===== config.mk =====
export PLATFORM = sky130hd
export DESIGN_NAME = bpe_top
export DESIGN_NICKNAME = d
export VERILOG_FILES = /design/src/rtl/bpe_pkg.sv /design/src/rtl/bpe_top.sv
export SDC_FILE = /design/constraint.sdc
export NUM_CORES = 1
export LEC_CHECK = 0
export ABC_AREA = 1
export BUFFER_PORTS_ARGS = -buffer_cell sky130_fd_sc_hd__buf_2
export CORE_UTILIZATION = 55
export CTS_CLUSTER_SIZE = 8
export DETAILED_ROUTE_END_ITERATION = 7
export PLACE_DENSITY = 0.83
export SYNTH_ARGS = -nofsm -noshare
export SYNTH_HDL_FRONTEND = slang
export SYNTH_SLANG_ARGS = --single-unit

===== constraint.sdc =====
create_clock -name sys_clk_i -period 3 [get_ports sys_clk_i]
set_input_delay 0.6 -clock sys_clk_i [delete_from_list [all_inputs] [get_ports sys_clk_i]]
set_output_delay 0.6 -clock sys_clk_i [all_outputs]
set_load 0.03 [all_outputs]

===== src/rtl/bpe_pkg.sv =====
// Package: constants and types for the port and encoder routing block
`default_nettype none
package bpe_pkg;
    localparam int CLK_PERIOD_NS = 10;
    localparam int DEB_STEP_NS = 1000;
    localparam int US_CYC = DEB_STEP_NS / CLK_PERIOD_NS;
    localparam int DEB_W = 16;
    localparam int N_LINES = 3;
    localparam int N_BIDIR = 2;
    localparam int ADDR_W = 8;
    localparam int POS_W = 32;
    localparam logic [ADDR_W-1:0] OFF_CTRL = 8'h00;
    localparam logic [ADDR_W-1:0] OFF_DEB0 = 8'h04;
    localparam logic [ADDR_W-1:0] OFF_DEB1 = 8'h08;
    localparam logic [ADDR_W-1:0] OFF_DEB2 = 8'h0C;
    localparam logic [ADDR_W-1:0] OFF_STAT = 8'h10;
    localparam logic [ADDR_W-1:0] OFF_EVT = 8'h14;
    localparam logic [ADDR_W-1:0] OFF_ENC_CFG = 8'h18;
    localparam logic [ADDR_W-1:0] OFF_ENC_POS = 8'h1C;
    localparam int EVT_FALL_LSB = 4;
    localparam int STAT_EN_BIT = 3;
    localparam logic [31:0] ZERO_W = 32'h0000_0000;
    typedef struct packed {
        logic [1:0] val;
        logic [1:0] dir;
    } bpe_ctrl_s;
    typedef struct packed {
        logic [1:0] trig_sel;
        logic [1:0] sel_b;
        logic [1:0] sel_a;
    } bpe_enc_s;
    localparam bpe_ctrl_s CTRL_RST = 4'h0;
    localparam bpe_enc_s ENC_RST = 6'h04;
    localparam logic [1:0] TRIG_TICK = 2'h3;
endpackage : bpe_pkg
`default_nettype wire


===== src/rtl/bpe_top.sv =====
// Top: bidirectional lines, debounce, edge events, encoder and routing
// Function
// - Software picks input or output direction for each bidirectional line on its own.
// - After reset both bidirectional lines are inputs until software selects output.
// - Each bidirectional line behaves like a dedicated input or output line in either direction.
// - Input lines and internal signals are routed to processing, and a choice goes to the trigger.
// - The encoder emits a one-cycle tick per transition and keeps a resettable position count.
// - Phase and quadrature each select any of three lines, taken after that line's debounce.
// - Each line has its own debounce time of 0 to 65535 us in 1 us steps, 0 bypassing it.
// - Each line latches rise and fall flags, cleared by reading, extra same edges being lost.
// - The position is readable at any time as an unsigned 32-bit latest count.
// - All lines stay disabled from reset until enumeration completes, then enable themselves.
`default_nettype none
module bpe_top (
    input wire logic sys_clk_i,
    input wire logic rstn_i,
    input wire logic enum_done_i,
    input wire logic [bpe_pkg::N_BIDIR-1:0] bidir_line_i,
    output logic [bpe_pkg::N_BIDIR-1:0] bidir_line_o,
    output logic [bpe_pkg::N_BIDIR-1:0] bidir_line_oe_o,
    input wire logic opto_in_i,
    input wire logic [bpe_pkg::ADDR_W-1:0] addr_i,
    input wire logic [31:0] wdata_i,
    input wire logic wr_i,
    input wire logic rd_i,
    output logic [31:0] rdata_o,
    output logic [bpe_pkg::N_LINES-1:0] line_filt_o,
    output logic enc_tick_o,
    output logic trig_o
);
    import bpe_pkg::*;

    localparam logic [6:0] US_LAST = 7'(US_CYC - 1);

    bpe_ctrl_s ctrl_r;
    bpe_enc_s enc_cfg_r;
    logic [DEB_W-1:0] deb_r [N_LINES];
    logic [N_LINES-1:0] raw;
    logic [N_LINES-1:0] s1_r;
    logic [N_LINES-1:0] s2_r;
    logic [N_LINES-1:0] line_in;
    logic [N_LINES-1:0] filt_r;
    logic [N_LINES-1:0] filt_d_r;
    logic [N_LINES-1:0] rise_r;
    logic [N_LINES-1:0] fall_r;
    logic [N_LINES-1:0] rise_ev;
    logic [N_LINES-1:0] fall_ev;
    logic [1:0] en_s_r;
    logic [6:0] us_cnt_r;
    logic us_tick;
    logic [1:0] ab;
    logic [1:0] ab_d_r;
    logic fwd;
    logic bwd;
    logic [POS_W-1:0] pos_r;
    logic wr_ctrl;
    logic wr_cfg;
    logic wr_pos;
    logic rd_evt;

    ////////////////////////////////////////////////////////////////////
    // Enable sync and microsecond divider
    always_ff @(posedge sys_clk_i) begin
        if (!rstn_i) begin
            en_s_r <= 2'h0;
        end else begin
            en_s_r <= {en_s_r[0], enum_done_i};
        end
    end

    always_ff @(posedge sys_clk_i) begin
        if (!rstn_i) begin
            us_cnt_r <= 7'h00;
        end else if (us_tick) begin
            us_cnt_r <= 7'h00;
        end else begin
            us_cnt_r <= us_cnt_r + 7'h01;
        end
    end
    assign us_tick = (us_cnt_r == US_LAST);

    ////////////////////////////////////////////////////////////////////
    // Register writes
    assign wr_ctrl = wr_i && (addr_i == OFF_CTRL);
    assign wr_cfg = wr_i && (addr_i == OFF_ENC_CFG);
    assign wr_pos = wr_i && (addr_i == OFF_ENC_POS);
    assign rd_evt = rd_i && (addr_i == OFF_EVT);

    always_ff @(posedge sys_clk_i) begin
        if (!rstn_i) begin
            ctrl_r <= CTRL_RST;
        end else if (wr_ctrl) begin
            ctrl_r <= wdata_i[$bits(bpe_ctrl_s)-1:0];
        end
    end

    always_ff @(posedge sys_clk_i) begin
        if (!rstn_i) begin
            enc_cfg_r <= ENC_RST;
        end else if (wr_cfg) begin
            enc_cfg_r <= wdata_i[$bits(bpe_enc_s)-1:0];
        end
    end

    ////////////////////////////////////////////////////////////////////
    // Pin drive
    always_ff @(posedge sys_clk_i) begin
        if (!rstn_i) begin
            bidir_line_oe_o <= 2'h0;
            bidir_line_o <= 2'h0;
        end else begin
            bidir_line_oe_o <= ctrl_r.dir & {N_BIDIR{en_s_r[1]}};
            bidir_line_o <= ctrl_r.val & {N_BIDIR{en_s_r[1]}};
        end
    end

    ////////////////////////////////////////////////////////////////////
    // Per-line sync, debounce and events
    assign raw = {opto_in_i, bidir_line_i};
    assign line_in = s2_r & {N_LINES{en_s_r[1]}};

    genvar g;
    generate
        for (g = 0; g < N_LINES; g++) begin : g_line
            logic [DEB_W-1:0] cnt_r;

            always_ff @(posedge sys_clk_i) begin
                if (!rstn_i) begin
                    deb_r[g] <= 16'h0000;
                end else if (wr_i && (addr_i == OFF_DEB0 + 8'(4 * g))) begin
                    deb_r[g] <= wdata_i[DEB_W-1:0];
                end
            end

            always_ff @(posedge sys_clk_i) begin
                if (!rstn_i) begin
                    s1_r[g] <= 1'b0;
                    s2_r[g] <= 1'b0;
                end else begin
                    s1_r[g] <= raw[g];
                    s2_r[g] <= s1_r[g];
                end
            end

            always_ff @(posedge sys_clk_i) begin
                if (!rstn_i) begin
                    filt_r[g] <= 1'b0;
                    cnt_r <= 16'h0000;
                end else if (deb_r[g] == 16'h0000) begin
                    filt_r[g] <= line_in[g];
                    cnt_r <= 16'h0000;
                end else if (line_in[g] == filt_r[g]) begin
                    cnt_r <= 16'h0000;
                end else if (us_tick) begin
                    if (cnt_r + 16'h0001 >= deb_r[g]) begin
                        filt_r[g] <= line_in[g];
                        cnt_r <= 16'h0000;
                    end else begin
                        cnt_r <= cnt_r + 16'h0001;
                    end
                end
            end

            assign rise_ev[g] = filt_r[g] && !filt_d_r[g];
            assign fall_ev[g] = !filt_r[g] && filt_d_r[g];

            always_ff @(posedge sys_clk_i) begin
                if (!rstn_i) begin
                    rise_r[g] <= 1'b0;
                    fall_r[g] <= 1'b0;
                end else begin
                    rise_r[g] <= rise_ev[g] || (rise_r[g] && !rd_evt);
                    fall_r[g] <= fall_ev[g] || (fall_r[g] && !rd_evt);
                end
            end
        end
    endgenerate

    always_ff @(posedge sys_clk_i) begin
        if (!rstn_i) begin
            filt_d_r <= 3'h0;
            line_filt_o <= 3'h0;
        end else begin
            filt_d_r <= filt_r;
            line_filt_o <= filt_r;
        end
    end

    ////////////////////////////////////////////////////////////////////
    // Quadrature encoder
    assign ab = {filt_r[enc_cfg_r.sel_b], filt_r[enc_cfg_r.sel_a]};
    assign fwd = (ab_d_r == 2'h0 && ab == 2'h1) || (ab_d_r == 2'h1 && ab == 2'h3) ||
                 (ab_d_r == 2'h3 && ab == 2'h2) || (ab_d_r == 2'h2 && ab == 2'h0);
    assign bwd = (ab_d_r == 2'h1 && ab == 2'h0) || (ab_d_r == 2'h3 && ab == 2'h1) ||
                 (ab_d_r == 2'h2 && ab == 2'h3) || (ab_d_r == 2'h0 && ab == 2'h2);

    always_ff @(posedge sys_clk_i) begin
        if (!rstn_i) begin
            ab_d_r <= 2'h0;
        end else begin
            ab_d_r <= ab;
        end
    end

    always_ff @(posedge sys_clk_i) begin
        if (!rstn_i) begin
            pos_r <= ZERO_W;
        end else if (wr_pos) begin
            pos_r <= ZERO_W;
        end else if (fwd) begin
            pos_r <= pos_r + 32'h0000_0001;
        end else if (bwd) begin
            pos_r <= pos_r - 32'h0000_0001;
        end
    end

    always_ff @(posedge sys_clk_i) begin
        if (!rstn_i) begin
            enc_tick_o <= 1'b0;
            trig_o <= 1'b0;
        end else begin
            enc_tick_o <= fwd || bwd;
            if (enc_cfg_r.trig_sel == TRIG_TICK) begin
                trig_o <= fwd || bwd;
            end else begin
                trig_o <= filt_r[enc_cfg_r.trig_sel];
            end
        end
    end

    ////////////////////////////////////////////////////////////////////
    // Read port
    always_ff @(posedge sys_clk_i) begin
        if (!rstn_i) begin
            rdata_o <= ZERO_W;
        end else if (rd_i) begin
            unique case (addr_i)
                OFF_CTRL: rdata_o <= 32'(ctrl_r);
                OFF_DEB0: rdata_o <= 32'(deb_r[0]);
                OFF_DEB1: rdata_o <= 32'(deb_r[1]);
                OFF_DEB2: rdata_o <= 32'(deb_r[2]);
                OFF_STAT: rdata_o <= 32'({en_s_r[1], filt_r});
                OFF_EVT: rdata_o <= 32'({1'b0, fall_r, 1'b0, rise_r});
                OFF_ENC_CFG: rdata_o <= 32'(enc_cfg_r);
                OFF_ENC_POS: rdata_o <= pos_r;
                default: rdata_o <= ZERO_W;
            endcase
        end
    end
endmodule : bpe_top
`default_nettype wire


==> results of run 1 <==
==> sequential cells by signal, summed over array words and instances (netlist names), 4 cells and up <==
signal and flops:
pos_r 32, deb_r 48, g_line.cnt_r 48, us_cnt_r 7, ctrl_r 4, rdata_o 32, enc_cfg_r 6
==> layout make-up <==
class / instances / area (sq um)
inverter: 241 / 905
sequential: 205 / 4600
clock inverter: 1 / 20.0
timing repair buffer: 133 / 872
tap: 280 / 350
multi-input combinational: 1217 / 6830
fill: 1789 / 7390
clock buffer: 44 / 782
==> power groups by stage <==
stage               clock, uW  sequential [uW]  combinational (uW)
floorplan                   0             2990                 360
global placement            0             2970                 540
detailed placement          0             2970                 555
CTS                      2980             2920                 561
global route             3090             2920                 658
finish                   2970             2920                 592
==> kinds of logic (layout without fill, tap and decap cells) <==
| family | count (synthesis) | after routing | share of synthesized area, % |
|---|---|---|---|
| xor+xnor | 58 | 58 | 4.29 |
| buf+inv | 286 | 419 | 9.36 |
| compound gates | 327 | 327 | 14.1 |
| flops | 205 | 205 | 37.6 |
| simple gates | 749 | 749 | 26.1 |
| fa+ha+maj | 83 | 83 | 8.57 |
==> routing by layer <==
layer / wire, um / share of wire [%] / global-route usage, % / vias to the layer above
li1: - / - / - / 5780
met1: 14200 / 41 / 38.1 / 5476
met2: 16100 / 47 / 48.9 / 536
met3: 2930 / 8.5 / 6.08 / 99
met4: 1270 / 3.7 / 10.9 / 0
met5: 0 / 0 / 0 / -
==> cell usage after synthesis <==
cell,number,share of area (%)
nor4_1,13,0.67
o211ai_1,1,0.062
nor3_4,5,0.67
a31oi_1,1,0.051
and2_1,3,0.15
ha_1,82,8.4
xnor2_1,20,1.4
a211oi_1,1,0.062
inv_1,229,7.0
nor3_1,21,0.86
edfxtp_1,48,12
xnor2_2,2,0.27
nand2_2,6,0.31
dfxtp_1,157,26
or2_1,4,0.21
buf_2,16,0.66
nor3_2,3,0.25
nand4_1,19,0.97
buf_6,1,0.092
clkbuf_1,13,0.40
and3_1,1,0.051
nor2_1,173,5.3
a21oi_1,166,6.8
o21a_1,2,0.12
xor2_1,36,2.6
nor2_4,2,0.18
o22ai_1,18,0.92
buf_4,11,0.68
nor3b_1,2,0.12
nand3_1,60,2.5
o21bai_1,11,0.68
o21ai_2,2,0.14
nor2_2,6,0.31
clkinv_1,3,0.092
nand2_1,424,13
o21ai_0,71,2.9
buf_1,4,0.12
nand3_2,4,0.33
a21o_1,7,0.43
o21ai_1,47,1.9
nand3b_1,2,0.12
fa_1,1,0.16
or2_4,1,0.072
inv_2,9,0.28
==> cells in the final DEF, fill, tap and decap left out, drive strengths merged <==
cell	count
xnor2	22
inv	240
buf	133
nand4	19
fa	1
nor4	13
a21oi	166
a21o	7
a211oi	1
a31oi	1
nor3b	2
nand3	64
o21ai	120
o211ai	1
nor3	29
and3	1
o21a	2
xor2	36
nand3b	2
and2	3
edfxtp	48
o22ai	18
o21bai	11
clkinv	2
dfxtp	157
nor2	181
nand2	430
or2	5
clkbuf	44
ha	82
==> path summary, 6_finish.rpt <==
check / start / end / slack (ns) / depth (start not counted)
setup / recovery: g_line[2].cnt_r[0] / filt_r[2] / 0.09 / 17
hold / removal: opto_in_i / s1_r[2] / 0.23 / 3
setup reg to reg: g_line[2].cnt_r[0] / filt_r[2] / 0.09 / 17
hold reg to reg: s1_r[2] / s2_r[2] / 0.40 / 2
==> what timing repair did <==
item | in CTS | in global routing
hold endpoints to repair | 0 | 0
gates resized for setup | 3 | 94
setup buffers | 2 | 4
pin swaps | 1 | 16
endpoints found under the setup margin | 25 | 73
==> through the flow <==
step | setup TNS, ns | hold slack [ns] | instances
after CTS | 0 | 0.214 | 2117
final | 0 | 0.228 | 2121
after floorplan | 0 | 0.390 | 1708
after global placement | 0 | 0.394 | 2070
after global routing | -1.11 | 0.226 | 2121
after detailed placement | -0.429 | 0.398 | 2070
==> worst reg2reg max path, delay by kind of cell, from the launching register on <==
kind | cells | cell delay, ns
AOI/OAI and AO/OA | 2 | 0.35
xor gates and xnor gates | 1 | 0.19
adders and majority gates | 2 | 0.47
buffers and inverters | 3 | 0.39
DFF | 1 | 0.35
and+or+nand+nor | 9 | 1.05
==> impl_metrics.tcl, run 1 <==
set metrics [dict create \
    vdd_drop_max_uv 524 \
    gp_congestion 0.953 \
    setup_ws_ns 0.0923 \
    internal_power_uw 4850 \
    grt_pass1_vias 11002 \
    clkPwrFrac_pct 45.8 \
    seq_area_frac_synth_pct 37.6 \
    area_delta_synth_final_pct 17.7 \
    wire_per_inst_um 16.2 \
    die_height_um 151 \
    clock_path_buffers 3 \
    cts_sinks 205 \
    cpMaxStageDelayCell "dfxtp_2" \
    io_buffers 72 \
    swShare_pct 25.3 \
    crit_buf_inv 3 \
    max-slew-margin-rel_pct 34.0 \
    first_pass_iters 6 \
    insertedDiodeCount 0 \
    synth_cells 1708 \
    rsz0062_at_grt "yes" \
    critPathMaxStageDelay_ns 0.35 \
    dieArea_sq_mm 0.0228 \
    post-route-period-util_pct 96.9 \
    drc 0 \
    path_class "register to register" \
    cts_tree "done" \
    arrival_ns 3.35 \
    finalSetupViolCount 0 \
    worstPathRequired_ns 3.44 \
    p_per_area_mw_per_mm2 452 \
    row_count 54 \
    routed_wl_um 34500 \
    drive_gt1_share_pct 15.5 \
    fin_nets 1958 \
    p_seq_share_pct 45.0 \
    worst_path_most_repeated_cell "nand2_1" \
    postPlaceCellArea_sq_mm 0.0131 \
    synth.avg_cell_area_sq_um 7.14 \
    cellLeakagePower_uw 0.00689 \
    dp_hpwl_um 24900 \
    ys_types 44 \
    slew_violations 0 \
    io_pins 89 \
    grt_use_total_pct 29.6 \
    design_area_sq_mm 0.0144 \
    hp-class "primary input to register" \
    cts.htree.levels 1 \
    path_cells "ha_2 -> nand3_2 -> buf_4 -> inv_1 -> nand3_2 -> nor2_4 -> xor2_2 -> ha_1 -> nand2_1 -> o21ai_0 -> a21oi_1 -> nand3_1 -> buf_4 -> nand2_1 -> nand2_1 -> nor2_1 -> nor2_2" \
    crit_family "simple AND/OR/NAND/NOR gates" \
    worstPathMaxFanout 3 \
    status "finished clean" \
    clock-root-buffer "clkbuf_16" \
    core_sq_mm 0.0218 \
    worst_pin_slew_ns 0.989 \
    cts_made_buffers 29 \
    ant_nets 0 \
    synth_nets 1839 \
    viasPerCell 5.61 \
    combinationalPowerShare_pct 9.1 \
    p_sw_uw 1640 \
    clk_latency_ns 0.56 \
    final-hold-violation-count 0 \
    min_period_ns 2.91 \
    synth_warnings 0 \
    via_count 11891 \
    end_kind "register" \
    clock.fmax_mhz 344 \
    initial_core_util_pct 56.1 \
    maxCapViolCount 0 \
    design_power_total_uw 6490 \
    critPathLaunchType "register" \
    final_core_util_pct 66.0 \
    grt-ovfl-total 0 \
    grt_pass1_wl_um 53300 \
    die_w_um 151 \
    skew_ns 0.0242 \
    postCtsHoldBufs 0 \
    dr.first_iter.drc_count 923 \
    ys_ff_latch 205 \
    antenna_found_initial 0 \
    grt_max_degree 54 \
    synth_area_sq_mm 0.0122 \
    clkTransAtPathRegs_ns 0.05 \
    pre_cts_ws_ns -0.0474 \
]
No activity file was read; power rests on OpenSTA's default activity.
==> run 2: changes to the inputs <==
Settings changed: BUFFER_PORTS_ARGS -buffer_cell sky130_fd_sc_hd__buf_2 to not set, CORE_UTILIZATION 55 to 58, DONT_BUFFER_PORTS set to 1, PLACE_DENSITY 0.83 to not set, PLACE_DENSITY_LB_ADDON set to 0.3.
Clock period 3 ns to 2.5 ns, I/O delays scaled along.
==> run 2 against run 1 <==
The run now ends with DRC, setup timing left. Critical path depth grew 1. Clock skew shrank 0.0065 ns. Die area is 5.1% lower. Clock power up 23%. Utilization is 16 points higher. Total power grew 25%. Sequential share of layout area shrank 4.3 points. Worst setup slack worse by 0.65 ns. Largest power group unchanged.
==> impl_metrics.tcl, run 2 (synthesis gave the netlist of run 1 again) <==
set metrics [dict create \
    status "finished with violations" \
    violations "DRC, setup timing" \
    dieArea_sq_mm 0.0216 \
    startpoint "g_line[2].cnt_r[1]" \
    crit_buf_inv 3 \
    path_cells "buf_6 -> nand3_4 -> nor3_4 -> nand2_2 -> nor3_4 -> nand2_2 -> xor2_2 -> ha_1 -> nand2_1 -> inv_1 -> nor2_1 -> o21ai_1 -> a21oi_1 -> nand3_2 -> nor2_4 -> buf_6 -> nand2_2 -> a21oi_2" \
    drc 15 \
    via_count 13494 \
    cts.htree.levels 1 \
    ant_nets 0 \
    setup_ws_ns -0.562 \
    wire_per_inst_um 21.1 \
    final_cell_mix "nand2_1 (336), inv_1 (219), buf_4 (183)" \
    cts_made_buffers 29 \
    hold_path.startpoint "opto_in_i" \
    pre_cts_ws_ns -0.432 \
    p_per_area_mw_per_mm2 485 \
    dp_hpwl_um 26200 \
    viasPerCell 6.16 \
    critPathLaunchType "register" \
    grt_max_degree 65 \
    clock.fmax_mhz 327 \
    insertedDiodeCount 0 \
    cts_tree "done" \
    maxCapViolCount 0 \
    routed_wl_um 46200 \
    initial_core_util_pct 59.7 \
    cpMaxStageDelayCell "dfxtp_2" \
    min_period_ns 3.06 \
    worstPathRequired_ns 2.98 \
    drive_gt1_share_pct 31.0 \
    postPlaceCellArea_sq_mm 0.0136 \
    finalSetupViolCount 79 \
    worstPathMaxFanout 7 \
    slew_violations 0 \
    io_pins 89 \
    rsz0062_at_grt "yes" \
    design_area_sq_mm 0.0167 \
    hp-class "primary input to register" \
    postCtsHoldBufs 0 \
    core_sq_mm 0.0204 \
    path_class "register to register" \
    grt_use_total_pct 35.4 \
    gp_congestion 0.966 \
    grt_pass1_wl_um 60600 \
    antenna_found_initial 0 \
    clock_path_buffers 3 \
    io_buffers 0 \
    n_fill_cell 1127 \
    area_delta_synth_final_pct 36.5 \
    clk_latency_ns 0.58 \
    die_height_um 147 \
    worst_path_most_repeated_cell "nand2_2" \
    dr.first_iter.drc_count 1658 \
    grt-ovfl-total 0 \
    first_pass_iters 8 \
    cts_sinks 205 \
    row_count 52 \
    cellLeakagePower_uw 0.00787 \
    clock-root-buffer "clkbuf_16" \
    final_common_cell "nand2_1" \
    die_w_um 147 \
    grt_pass1_vias 12022 \
    arrival_ns 3.55 \
    crit_family "simple AND/OR/NAND/NOR gates" \
    vdd_drop_max_uv 607 \
    final-hold-violation-count 0 \
    max-slew-margin-rel_pct 47.3 \
    skew_ns 0.0177 \
    worst_pin_slew_ns 0.790 \
    clkTransAtPathRegs_ns 0.05 \
    top_regs "deb_r x48, g_line.cnt_r x48" \
    fin_nets 2039 \
    end_kind "register" \
    post-route-period-util_pct 122 \
    r2r-start "g_line[2].cnt_r[1]" \
    critPathMaxStageDelay_ns 0.33 \
]
## run 2: cell count changes in the layout (fill, tap and decap cells not counted), moves of 13 or more
cell,delta
ha_1,-20
nand2_1,-79
ha_4,+27
nand3_1,-18
buf_4,+127
nor2_1,-21
buf_6,+20
a21oi_2,+37
o21ai_0,-13
a21oi_1,-44
nand2_2,+58
buf_2,-72
nand2_4,+21
## run 2: worst reg2reg max path, delay by kind of cell, from the launching register on
family	cells	cell delay, ns
AND/OR/NAND/NOR	10	1.42
AO/OA/AOI/OAI	3	0.48
XOR/XNOR	1	0.17
adder cells (fa/ha/maj)	1	0.29
buffers and inverters	3	0.29
flip-flops	1	0.33
## run 2: path summary, 6_finish.rpt
| kind | end | slack [ns] | cells past startpoint |
|---|---|---|---|
| max | g_line[2].cnt_r[2] | -0.56 | 18 |
| min reg2reg | en_s_r[1] | 0.41 | 2 |
| min | s1_r[2] | 0.03 | 2 |
| max reg2reg | g_line[2].cnt_r[2] | -0.56 | 18 |
## run 2: metal layers
layer / wire [um] / GRT usage (%)
met1: 16300 / 44.0
met3: 5260 / 6.55
met4: 3520 / 19.6
met2: 21100 / 57.9
met5: 0 / 0
## run 2: layout make-up
cell class / count / area [sq um] / area share, %
Clock inverter: 1 / 20.0 / 0.120
Sequential cell: 205 / 4620 / 27.7
Inverter: 241 / 915 / 5.49
Tap cell: 270 / 338 / 2.03
Timing Repair Buffer: 214 / 1820 / 10.9
Clock buffer: 41 / 781 / 4.69
Multi-Input combinational cell: 1217 / 8160 / 49.0
## run 2: power by group
part	internal (uW)	total, uW	switching, uW
sequential	3460	3540	84.0
clock	2130	3640	1510
combinational	344	895	552
## run 2: what timing repair did
item                                    CTS  global route
pin swaps                                44            97
endpoints found under the setup margin   79            79
resized for setup                       150           257
cloned                                    1             4
setup buffers                            31            26
hold endpoints to repair                  0             0
## run 2: metrics by stage
| step | utilization, % | hold WS [ns] | TNS, ns | instances | total power, uW |
|---|---|---|---|---|---|
| 2_1_floorplan | - | 0.390 | -6.98 | 1708 | 4020 |
| 3_3_place_gp | 66.8 | 0.392 | -17.44 | 2091 | 4220 |
| 3_5_place_dp | 66.8 | 0.398 | -24.33 | 2091 | 4240 |
| 4_1_cts | 74.7 | 0.0271 | -13.87 | 2164 | 7810 |
| 5_1_grt | 81.5 | 0.0270 | -38.68 | 2189 | 8270 |
| 6_report | 81.5 | 0.0279 | -29.76 | 2189 | 8080 |
